<file path="config.mk">
export PLATFORM = sky130hd
export DESIGN_NAME = ldcb_config_bank
export DESIGN_NICKNAME = d
export VERILOG_FILES = /design/src/ldcb_pkg.sv /design/src/ldcb_bank.sv /design/src/ldcb_config_bank.sv
export VERILOG_INCLUDE_DIRS = /design/src
export SDC_FILE = /design/constraint.sdc
export NUM_CORES = 1
export LEC_CHECK = 0
export BUFFER_PORTS_ARGS = -buffer_cell sky130_fd_sc_hd__buf_2
export CAP_MARGIN = 20
export CORE_AREA = 2 2 252 254
export DETAILED_ROUTE_END_ITERATION = 10
export DIE_AREA = 0 0 254 256
export GPL_TIMING_DRIVEN = 1
export PLACE_DENSITY = 0.46
export SETUP_SLACK_MARGIN = 0.15
export SLEW_MARGIN = 15
export SYNTH_ARGS = -nofsm -noshare
export SYNTH_HDL_FRONTEND = slang
export SYNTH_HIERARCHICAL = 1
export SYNTH_SLANG_ARGS = --single-unit
</file>
<file path="constraint.sdc">
create_clock -name clock -period 3.6 [get_ports clock]
set_input_delay 0.36 -clock clock [delete_from_list [all_inputs] [get_ports clock]]
set_output_delay 0.36 -clock clock [all_outputs]
set_load 0.005 [all_outputs]
</file>
<file path="src/ldcb_map.svh">
// Index map, field positions and reset values of the logical device bank
`ifndef LDCB_MAP_SVH
`define LDCB_MAP_SVH
`define LDCB_IDX_DEVSEL 8'h07
`define LDCB_IDX_POWER 8'h22
`define LDCB_IDX_ACTIVATE 8'h30
`define LDCB_IDX_LD_FIRST 8'h30
`define LDCB_IDX_RSVD_FIRST 8'h31
`define LDCB_IDX_RSVD_LAST 8'h5F
`define LDCB_IDX_BASE_PRI_HI 8'h60
`define LDCB_IDX_BASE_PRI_LO 8'h61
`define LDCB_IDX_BASE_SEC_HI 8'h62
`define LDCB_IDX_BASE_SEC_LO 8'h63
`define LDCB_IDX_IRQ 8'h70
`define LDCB_IDX_IRQ_GAP 8'h71
`define LDCB_IDX_IRQ2 8'h72
`define LDCB_IDX_IRQ2_GAP 8'h73
`define LDCB_IDX_DMA 8'h74
`define LDCB_IDX_DMA2 8'h75
`define LDCB_IDX_UNIMPL_FIRST 8'h76
`define LDCB_IDX_UNIMPL_LAST 8'hDF
`define LDCB_ACT_BIT 0
`define LDCB_RST_ZERO 8'h00
`define LDCB_RST_DMA 8'h04
`define LDCB_DEV_FDC 0
`define LDCB_DEV_PP 3
`define LDCB_DEV_SP1 4
`define LDCB_DEV_SP2 5
`define LDCB_DEV_KBD 7
`define LDCB_PWR_FDC 4'h8
`define LDCB_PWR_PP 4'hB
`define LDCB_PWR_SP1 4'hC
`define LDCB_PWR_SP2 4'hD
`define LDCB_PWR_NONE 4'h0
`define LDCB_BASE_MIN 12'h100
`define LDCB_BASE_MAX8 12'hFF8
`define LDCB_BASE_MAX4 12'hFFC
`define LDCB_IRQ_EDGE_HIGH 1'b1
`endif

</file>
<file path="src/ldcb_pkg.sv">
// Types shared by the logical device bank
package ldcb_pkg;
  typedef struct packed {
    logic idxWrite;
    logic dataWrite;
    logic dataRead;
    logic [7:0] wdata;
  } ldcb_host_t;
  typedef struct packed {
    logic active;
    logic [15:0] basePri;
    logic [15:0] baseSec;
    logic [7:0] irqSel;
    logic [7:0] irqSel2;
    logic [7:0] dmaSel;
  } ldcb_bank_t;
  typedef enum logic [1:0] {ACC_NONE, ACC_INDEX, ACC_WRITE, ACC_READ} ldcb_acc_t;
endpackage

</file>
<file path="src/ldcb_bank.sv">
// One logical device register bank
`timescale 1ns/1ns
`include "ldcb_map.svh"
module ldcb_bank #(
  parameter bit HAS_BASE = 1'b1,
  parameter bit HAS_SEC = 1'b0,
  parameter bit HAS_IRQ2 = 1'b0,
  parameter bit HAS_DMA = 1'b0
) (
  input wire logic clock,
  input wire logic resetn,
  input wire logic hostResetDrv,
  input wire logic wrEn,
  input wire logic [7:0] idx,
  input wire logic [7:0] wrData,
  input wire logic pwrWr,
  input wire logic pwrData,
  output ldcb_pkg::ldcb_bank_t regs,
  output logic [7:0] rdData
);
  localparam ldcb_pkg::ldcb_bank_t RST_VAL = '{
    active: 1'b0, basePri: {`LDCB_RST_ZERO, `LDCB_RST_ZERO},
    baseSec: {`LDCB_RST_ZERO, `LDCB_RST_ZERO}, irqSel: `LDCB_RST_ZERO,
    irqSel2: `LDCB_RST_ZERO, dmaSel: HAS_DMA ? `LDCB_RST_DMA : `LDCB_RST_ZERO};
  ldcb_pkg::ldcb_bank_t regs_r;
  ldcb_pkg::ldcb_bank_t regs_nxt;
  // ----------------------------------------
  // Register update
  // ----------------------------------------
  always_comb begin
    regs_nxt = regs_r;
    if (pwrWr) begin
      regs_nxt.active = pwrData;
    end
    if (wrEn) begin
      case (idx)
        `LDCB_IDX_ACTIVATE: regs_nxt.active = wrData[`LDCB_ACT_BIT];
        `LDCB_IDX_BASE_PRI_HI: if (HAS_BASE) regs_nxt.basePri[15:8] = wrData;
        `LDCB_IDX_BASE_PRI_LO: if (HAS_BASE) regs_nxt.basePri[7:0] = wrData;
        `LDCB_IDX_BASE_SEC_HI: if (HAS_SEC) regs_nxt.baseSec[15:8] = wrData;
        `LDCB_IDX_BASE_SEC_LO: if (HAS_SEC) regs_nxt.baseSec[7:0] = wrData;
        `LDCB_IDX_IRQ: regs_nxt.irqSel = wrData;
        `LDCB_IDX_IRQ2: if (HAS_IRQ2) regs_nxt.irqSel2 = wrData;
        `LDCB_IDX_DMA: if (HAS_DMA) regs_nxt.dmaSel = wrData;
        default: ;
      endcase
    end
  end
  always_ff @(posedge clock or negedge resetn) begin
    if (!resetn) begin
      regs_r <= RST_VAL;
    end else if (hostResetDrv) begin
      regs_r <= RST_VAL;
    end else begin
      regs_r <= regs_nxt;
    end
  end
  assign regs = regs_r;
  // ----------------------------------------
  // Read view, absent fields read zero
  // ----------------------------------------
  always_comb begin
    case (idx)
      `LDCB_IDX_ACTIVATE: rdData = {7'h00, regs_r.active};
      `LDCB_IDX_BASE_PRI_HI: rdData = HAS_BASE ? regs_r.basePri[15:8] : `LDCB_RST_ZERO;
      `LDCB_IDX_BASE_PRI_LO: rdData = HAS_BASE ? regs_r.basePri[7:0] : `LDCB_RST_ZERO;
      `LDCB_IDX_BASE_SEC_HI: rdData = HAS_SEC ? regs_r.baseSec[15:8] : `LDCB_RST_ZERO;
      `LDCB_IDX_BASE_SEC_LO: rdData = HAS_SEC ? regs_r.baseSec[7:0] : `LDCB_RST_ZERO;
      `LDCB_IDX_IRQ: rdData = regs_r.irqSel;
      `LDCB_IDX_IRQ2: rdData = HAS_IRQ2 ? regs_r.irqSel2 : `LDCB_RST_ZERO;
      `LDCB_IDX_DMA: rdData = HAS_DMA ? regs_r.dmaSel : `LDCB_RST_ZERO;
      default: rdData = `LDCB_RST_ZERO;
    endcase
  end
endmodule // ldcb_bank

</file>
<file path="src/ldcb_config_bank.sv">
// Logical device configuration bank behind the index and data ports
//
// Function
// - One bank per logical device; register 0x07 picks the bank at 0x30-0xFF.
// - Index port picks a register; data port reads or writes it.
// - Logical device registers reachable only in configuration state.
// - Activation bit 0 makes the selected device active; default zero.
// - Indices 0x31 to 0x5F ignore writes and read zero.
// - Primary base address at 0x60 high and 0x61 low; default zero.
// - Second base address at 0x62 high and 0x63 low where used.
// - Unused base address registers ignore writes and read zero.
// - Every bank has interrupt level select at 0x70, default zero.
// - Only keyboard bank has second interrupt select at 0x72.
// - Interrupts default to edge triggered, active high.
// - Indices 0x71 and 0x73 ignore writes and read zero.
// - DMA select 0x74 only for floppy, serial 2, parallel; default 0x04.
// - Index 0x75 ignores writes and reads zero in every bank.
// - Indices 0x76 to 0xDF ignore writes and read zero.
// - Device on when activation bit or power bit set.
// - Activation and power bits act as one value.
// - Base outside permitted range means host accesses are ignored.
// - Defaults reload on power-on reset or host reset line.
// - Power register 0x22 bits 0, 3, 4, 5 for floppy, parallel, serials.
// - Interrupt select bits 3 to 0 choose level; zero means none.
// - Base address decode uses host address bits 11 to 3, or 11 to 2 for a parallel base with bit 2 set.
`timescale 1ns/1ns
`include "ldcb_map.svh"
module ldcb_config_bank #(
  parameter int NUM_DEV = 8
) (
  input wire logic clock,
  input wire logic resetn,
  input wire logic hostResetDrv,
  input wire logic configState,
  input ldcb_pkg::ldcb_host_t hostReq,
  input wire logic [15:0] hostAddr,
  input wire logic hostIoCycle,
  output logic [7:0] dataOut,
  output ldcb_pkg::ldcb_bank_t [NUM_DEV-1:0] bankState,
  output logic [NUM_DEV-1:0] deviceOn,
  output logic [NUM_DEV-1:0] ioSelect,
  output logic [NUM_DEV-1:0][15:0] irqLevelMap,
  output logic irqEdgeHigh
);
  localparam int DW = $clog2(NUM_DEV);

  // ----------------------------------------
  // Capability decoding
  // ----------------------------------------
  function automatic logic devImpl(input int d);
    return d == `LDCB_DEV_FDC || d == `LDCB_DEV_PP || d == `LDCB_DEV_SP1 ||
      d == `LDCB_DEV_SP2 || d == `LDCB_DEV_KBD;
  endfunction

  function automatic logic hasBase(input int d);
    return d == `LDCB_DEV_FDC || d == `LDCB_DEV_PP || d == `LDCB_DEV_SP1 ||
      d == `LDCB_DEV_SP2;
  endfunction

  function automatic logic hasDma(input int d);
    return d == `LDCB_DEV_FDC || d == `LDCB_DEV_PP || d == `LDCB_DEV_SP2;
  endfunction

  // Valid flag in bit 3, power bit position in bits 2..0
  function automatic logic [3:0] pwrOf(input int d);
    case (d)
      `LDCB_DEV_FDC: return `LDCB_PWR_FDC;
      `LDCB_DEV_PP: return `LDCB_PWR_PP;
      `LDCB_DEV_SP1: return `LDCB_PWR_SP1;
      `LDCB_DEV_SP2: return `LDCB_PWR_SP2;
      default: return `LDCB_PWR_NONE;
    endcase
  endfunction

  function automatic logic [15:0] levelDecode(input logic [7:0] sel);
    return (sel[3:0] == 4'h0) ? 16'h0000 : (16'h0001 << sel[3:0]);
  endfunction

  function automatic logic ioHit(input logic [15:0] base, input logic [15:0] addr,
    input logic narrow);
    logic inRange;
    logic aligned;
    logic match;
    inRange = base[11:0] >= `LDCB_BASE_MIN &&
      base[11:0] <= (narrow ? `LDCB_BASE_MAX4 : `LDCB_BASE_MAX8);
    aligned = narrow ? (base[1:0] == 2'h0) : (base[2:0] == 3'h0);
    match = narrow ? (addr[11:2] == base[11:2]) : (addr[11:3] == base[11:3]);
    return inRange && aligned && match;
  endfunction

  // ----------------------------------------
  // Host port classification
  // ----------------------------------------
  logic [7:0] idx_r;
  logic [7:0] devSel_r;
  logic [7:0] dataOut_r;
  ldcb_pkg::ldcb_acc_t acc;
  logic [7:0] bankRd [NUM_DEV];
  logic [7:0] powerView;
  logic [7:0] rdMux;
  logic [NUM_DEV-1:0] bankWe;
  logic [NUM_DEV-1:0] pwrWe;
  logic [NUM_DEV-1:0] pwrBit;

  assign acc = !configState ? ldcb_pkg::ACC_NONE :
    hostReq.idxWrite ? ldcb_pkg::ACC_INDEX :
    hostReq.dataWrite ? ldcb_pkg::ACC_WRITE :
    hostReq.dataRead ? ldcb_pkg::ACC_READ : ldcb_pkg::ACC_NONE;

  wire cfgWrite = configState && hostReq.dataWrite;
  wire cfgRead = configState && hostReq.dataRead;
  wire selValid = 32'(devSel_r) < NUM_DEV;
  wire ldIndex = idx_r >= `LDCB_IDX_LD_FIRST;
  wire devSelWe = cfgWrite && idx_r == `LDCB_IDX_DEVSEL;
  wire powerWe = cfgWrite && idx_r == `LDCB_IDX_POWER;

  // ----------------------------------------
  // Index, device select and read data
  // ----------------------------------------
  always_ff @(posedge clock or negedge resetn) begin
    if (!resetn) begin
      idx_r <= `LDCB_RST_ZERO;
    end else if (acc == ldcb_pkg::ACC_INDEX) begin
      idx_r <= hostReq.wdata;
    end
  end

  always_ff @(posedge clock or negedge resetn) begin
    if (!resetn) begin
      devSel_r <= `LDCB_RST_ZERO;
    end else if (hostResetDrv) begin
      devSel_r <= `LDCB_RST_ZERO;
    end else if (devSelWe) begin
      devSel_r <= hostReq.wdata;
    end
  end

  always_ff @(posedge clock or negedge resetn) begin
    if (!resetn) begin
      dataOut_r <= `LDCB_RST_ZERO;
    end else if (hostReq.dataRead) begin
      dataOut_r <= cfgRead ? rdMux : `LDCB_RST_ZERO;
    end
  end
  assign dataOut = dataOut_r;

  assign rdMux = (idx_r == `LDCB_IDX_DEVSEL) ? devSel_r :
    (idx_r == `LDCB_IDX_POWER) ? powerView :
    (ldIndex && selValid) ? bankRd[devSel_r[DW-1:0]] : `LDCB_RST_ZERO;

  // Power register view built from the linked activation bits
  always_comb begin
    logic [3:0] pw;
    pw = `LDCB_PWR_NONE;
    powerView = `LDCB_RST_ZERO;
    for (int i = 0; i < NUM_DEV; i++) begin
      pw = pwrOf(i);
      if (pw[3]) begin
        powerView[pw[2:0]] = bankState[i].active;
      end
    end
  end

  // ----------------------------------------
  // Banks
  // ----------------------------------------
  for (genvar i = 0; i < NUM_DEV; i++) begin : g_dev
    localparam logic [3:0] PWR = pwrOf(i);
    assign bankWe[i] = cfgWrite && ldIndex && selValid && 32'(devSel_r) == i;
    assign pwrWe[i] = powerWe && PWR[3];
    assign pwrBit[i] = hostReq.wdata[PWR[2:0]];
    if (devImpl(i)) begin : g_impl
      ldcb_bank #(
        .HAS_BASE(hasBase(i)),
        .HAS_SEC(i == `LDCB_DEV_SP2),
        .HAS_IRQ2(i == `LDCB_DEV_KBD),
        .HAS_DMA(hasDma(i))
      ) u_bank (
        .clock(clock),
        .resetn(resetn),
        .hostResetDrv(hostResetDrv),
        .wrEn(bankWe[i]),
        .idx(idx_r),
        .wrData(hostReq.wdata),
        .pwrWr(pwrWe[i]),
        .pwrData(pwrBit[i]),
        .regs(bankState[i]),
        .rdData(bankRd[i])
      );
    end else begin : g_none
      assign bankState[i] = '0;
      assign bankRd[i] = `LDCB_RST_ZERO;
    end
    // Linked bit serves as both activation and power
    assign deviceOn[i] = bankState[i].active;
    assign ioSelect[i] = hostIoCycle && deviceOn[i] && hasBase(i) &&
      (ioHit(bankState[i].basePri, hostAddr,
        i == `LDCB_DEV_PP && bankState[i].basePri[2]) ||
      (i == `LDCB_DEV_SP2 && ioHit(bankState[i].baseSec, hostAddr, 1'b0)));
    assign irqLevelMap[i] = !deviceOn[i] ? 16'h0000 :
      (levelDecode(bankState[i].irqSel) |
      (i == `LDCB_DEV_KBD ? levelDecode(bankState[i].irqSel2) : 16'h0000));
  end

  assign irqEdgeHigh = `LDCB_IRQ_EDGE_HIGH;

  wire rdRsvd = idx_r >= `LDCB_IDX_RSVD_FIRST && idx_r <= `LDCB_IDX_RSVD_LAST;
  wire rdGap = idx_r == `LDCB_IDX_IRQ_GAP || idx_r == `LDCB_IDX_IRQ2_GAP;
  wire rdHigh = idx_r >= `LDCB_IDX_UNIMPL_FIRST && idx_r <= `LDCB_IDX_UNIMPL_LAST;
  wire kbdSel = selValid && 32'(devSel_r) == `LDCB_DEV_KBD;
  wire fdcSel = selValid && 32'(devSel_r) == `LDCB_DEV_FDC;
  wire ppSel = selValid && 32'(devSel_r) == `LDCB_DEV_PP;
  wire sp1Sel = selValid && 32'(devSel_r) == `LDCB_DEV_SP1;
  wire sp2Sel = selValid && 32'(devSel_r) == `LDCB_DEV_SP2;
endmodule // ldcb_config_bank

</file>
### Word level (Yosys, flattened, before mapping)

Index checks and enable logic that the tools add are counted.

* $add $sub $neg: 0
* $mul: 0
* div/mod/pow operators: 0
* $lt $le $gt $ge: 13
* eq/ne operators: 21
* shifts and indexed selects: 6
* multiplexer cells: 65
* bitwise logic cells: 2
* reduce and logical (&&, ||, !) cells: 83

Operator list (number)
* 2-to-1 mux 57 bit: 5
* 2-to-1 mux 16 bit: 12
* 2-to-1 mux 8 bit: 21
* << shifter 1 x 4 -> 16 bit, first input constant: 6
* case mux 8 bit (5 select lines): 2
* >= comparator 12 x 9 -> 1 bit, second input constant: 5
* equality test 8 x 7 -> 1 bit, second input constant: 7
* case mux 8 bit (7 select lines): 1
* 2-to-1 mux 17 bit: 3
* <= comparator 12 bit, second input constant: 4
* equality test 9 bit: 5
* 2-to-1 mux 41 bit: 1
* AND reduction 2 bit: 20
* logical AND 1 bit: 35
* equality test 8 x 3 -> 1 bit, second input constant: 4
* case mux 8 bit (4 select lines): 1
* nonzero test 2 bit: 14
* binary-select mux 8 bit (select 3 bit): 1
* zero test 4 bit: 6
* case mux 8 bit (3 select lines): 1
* equality test 8 x 6 -> 1 bit, second input constant: 2
* OR 16 bit: 1
* zero test 3 bit: 5
* <= comparator 12 bit: 1
* other kinds (13): 27

* flip-flop bits (word level): 181
* bits in latches: 0
* memory bits (writable): 0
* ROM bits: 0
* input port bits: 32
* output and inout bits: 609
* word-level logic and storage cells: 217
* memories: 0

### Longest topological paths before layout

* depth in word-level cells: 9
* depth in mapped cells: 11
* gate-level depth less buffers: 8

### By module

Netlist, hierarchy kept.

Modules (own cells, without submodules)
* ldcb_config_bank: times used 1, cells an instance 627, area each 4598.2 µm², sequential area each 600.6 µm²
* ldcb_bank (g_dev[0].g_impl.u_bank ...): times used 2, cells an instance 195, area each 1891.8 µm², sequential area each 827.0 µm²
* ldcb_bank (g_dev[5].g_impl.u_bank): times used 1, cells an instance 229, area each 2735.1 µm², sequential area each 1227.4 µm²
* ldcb_bank (g_dev[4].g_impl.u_bank): times used 1, cells an instance 170, area each 1671.6 µm², sequential area each 625.6 µm²
* ldcb_bank (g_dev[7].g_impl.u_bank): times used 1, cells an instance 124, area each 1288.7 µm², sequential area each 425.4 µm²

### Worst setup path before layout

No wires, ideal clock.

* kind: flip-flop to flip-flop
* start point: register idx_r[6]
* end point: register g_dev[0].g_impl.u_bank.regs_r (netlist bit g_dev[0].g_impl.u_bank/regs[40])
* library setup time: 0.132 ns
* data arrival time: 2.586 ns
* required time: 3.468 ns
* path slack: 0.882 ns
* cell stages (with the launch flop): 9
* buffers on the path: 1
* period minus slack after synthesis: 2.718 ns
* path through: dfrtp_1 > a211oi_1 > nor3_4 > nand2b_1 > nor4_1 > clkbuf_1 > nand4_1 > mux2i_1 > nor2_1

* cells in the longest elaborated chain, start to end: 6
* elaborated cells on any way between the ends: 8
* classes of those cells: 1 x order compare; 1 x eq/ne; 6 x reduce/logical

Ends and longest elaborated chain
* start: declaration: RTL line ldcb_config_bank.sv:94 `logic [7:0] idx_r;`
* start signal: assignment: RTL line ldcb_config_bank.sv:122 `` idx_r <= `LDCB_RST_ZERO; ``
* start signal: assignment: RTL line ldcb_config_bank.sv:124 `idx_r <= hostReq.wdata;`
* >= comparator 8 x 6 -> 1 bit (no line)
* logical AND 1 bit (3 in series): RTL line ldcb_config_bank.sv:169 `assign bankWe[i] = cfgWrite && ldIndex && selValid && 32'(devSel_r) == i;`
* named net bankWe[0]: RTL line ldcb_config_bank.sv:101 `logic [NUM_DEV-1:0] bankWe;`
* nonzero test 2 bit (no line)
* AND reduction 2 bit (no line)
* end signal: assignment: RTL line ldcb_bank.sv:55 `regs_r <= regs_nxt;`
* end: declaration: RTL line ldcb_bank.sv:25 `ldcb_pkg::ldcb_bank_t regs_r;`

The timed path passes the listed nets, and every way through them passes these cells.
A chain may end at the register's enable or synchronous reset.

==> results.toml <==
[run_status]
status = "finished clean"

[sta]
whs_ps = 241
period_needed_ps = 2990
worst_slack_ps = 606
setup_tns_ps = 0
setup_violations = 0
fin_skew_ps = 13.6
rsz0062_at_grt = "no"
slew_viol_final = 0
hold_viol = 0
clock.fmax_ghz = 0.334
tightest_slew_ps = 890
fin_crit_sh = 0.832
relSlewSlack = 0.406

[global_route]
antenna_found_initial = 1
grt_pass1_wl_um = 73500
grt_pass1_vias = 10435
grt_max_degree = 87
grt_usage = 0.152
grt_overflow_total = 0

[setup_path]
critPathKind = "flip-flop to flip-flop"
crit_path_start = "idx_r[0]"
path_cells = "buf_4 -> nor3b_2 -> and3_1 -> a22oi_1 -> o21ai_0 -> a221oi_1 -> a211oi_1 -> a311o_1"
cp_num_buf_inv = 1
cp-start-kind = "flip-flop"
required_ps = 3990
slowest_delay_ps = 700
cp_max_fo = 14
r2r_start = "idx_r[0]"
cpMaxStageDelayCell = "dfrtp_1"
worstPathArrival_ps = 3390
end_kind = "flip-flop"
crit_family = "simple AND/OR/NAND/NOR gates"

[final_layout]
mostFrequentLayoutCell = "conb_1"
drive_gt1_frac = 0.219
design_area_mm2 = 0.0156
finalNetCount = 1815
most-common-layout-cells = "conb_1 (361), buf_2 (272), mux2i_1 (178), dfrtp_1 (178)"
antennaDiodeCount = 0
fin_cells = 2642
syn_to_final_growth_pct = 11.1

[floorplan]
die_area_mm2 = 0.0650
coreArea_mm2 = 0.0624
io_pins = 641
fp.dieH_um = 256
row_count = 92
initial_utilization = 0.226
die_w_um = 254

[drt]
avgViaCountPerCell = 4.26
vias = 11251
drt_iter0_drc = 909
drt-total-wl_um = 51200
wl_met3_um = 3010
drt_first_pass_iters = 5
wl_met2_um = 26300
wl_met1_um = 20900
route.detailed.drc = 0
top_layer = "met5"
final_antenna_net_count = 0
wl_per_cell_um = 19.4

[yosys]
postSynthAreaPerCell_um2 = 9.14
ys.flop_type = "dfrtp_1"
syn_inst = 1540
syn_area_mm2 = 0.0141
synth-async-reset-ratio = 1.00
synth_cell_type_count = 70
yosys_warnings = 6
ys_seq_area_frac = 0.322
synth-seq-cells = 181
synth_edf_count = 0

[pwr]
power_leakage_nw = 7.88
power_density_mw_per_mm2 = 298
ir_drop_v = 0.000316

[worst_hold_path]
hp-class = "input pin to flip-flop"
holdCritStartpoint = "hostReq[8]"

[placement]
dpl.hpwl_um = 39100
dpl-instance-area_mm2 = 0.0150
dp_slack_ps = 640
gp_congestion = 0.866
placed_cells = 2609
numPortBuffers = 274

[clock_network]
cts-root-buf = "clkbuf_16"
clk_path_buf_depth = 2
cts.sinks = 181
clk_latency_ps = 460
cts_hold_buf = 1
clk_pin_slew_ps = 70
cts_tree = "done"
cts-buffers-inserted = 17
cts_resized = 0
post_cts_buffers = 0
htreeDepth = 4

[flow_run]
max_cap_violations = 0
[state kept, by name (all words and copies together) (netlist names)]
register and cells:
g_dev.g_impl.u_bank/regs 157, dataOut 8, idx_r 8, devSel_r 8
[per-stage QoR]
| step | power, mW | utilization |
|---|---|---|
| final | 4.66 | 0.251 |
| after global routing | 4.85 | 0.251 |
| after CTS | 4.70 | 0.251 |
| after detailed placement | 2.79 | 0.241 |
| after global placement | 2.79 | 0.241 |
| after floorplan | 2.81 | - |
[synth_stat cells, drive strengths merged (6+ instances only)]
master    n  area share
a211oi    6      0.0032
a21oi    43       0.015
a221o     7      0.0050
a221oi    7      0.0044
a22o      8      0.0050
a22oi     9      0.0048
and2     12      0.0053
and3      9      0.0041
buf     391        0.21
clkbuf   45       0.012
conb      7      0.0019
dfrtp   178        0.32
inv      11      0.0029
mux2      9      0.0072
mux2i   178        0.13
mux4      8       0.013
nand2    41       0.011
nand2b  128       0.057
nand3    70       0.026
nand3b   12      0.0064
nand4    28       0.014
nor2    129       0.035
nor3     43       0.018
nor3b     7      0.0060
nor4     15       0.011
o21a      6      0.0032
o21ai    26      0.0092
o22ai    15      0.0067
or3b      6      0.0041
xnor2    28       0.017
xor2     12      0.0075
[area by class of cell]
cell class	instances	area, µm²
Clock buffer	19	453
Inverter	11	41.3
Multi-Input combinational cell	1266	7750
Tap cell	846	1060
Fill cell	6849	46800
Sequential cell	181	4530
Timing Repair Buffer	306	1670
Clock inverter	13	124
[report_power, final]
group	total [mW]	switching (mW)	internal [mW]
registers	2.11	0.0617	2.05
clock network	1.90	0.899	0.999
logic	0.659	0.472	0.188
total	4.66	1.43	3.23
[final timing paths]
kind / end / slack [ps] / depth (start not counted)
min in group asynchronous: g_dev[3].g_impl.u_bank/regs[18] / 470 / 2
max in group asynchronous: dataOut[7] / 2230 / 3
max reg2reg: dataOut[7] / 610 / 8
min: dataOut[2] / 240 / 2
max: dataOut[7] / 610 / 8
min reg2reg: dataOut[2] / 540 / 2
[metal layers]
metal / GRT usage / up-vias
met5: 0 / -
met4: 0.0400 / 2
met3: 0.0224 / 58
met2: 0.269 / 536
met1: 0.192 / 5576
li1: - / 5079
[cell families (layout without fill, tap and decap cells)]
logic type / after synthesis / count (layout) / synth area share
compound gates: 142 / 142 / 0.0661
mux: 195 / 195 / 0.147
buf+inv: 447 / 349 / 0.222
flops: 181 / 181 / 0.322
other cells: 7 / 361 / 0.00187
simple gates: 528 / 528 / 0.217
xor+xnor: 40 / 40 / 0.0249
(Power assumes the default switching activity.)
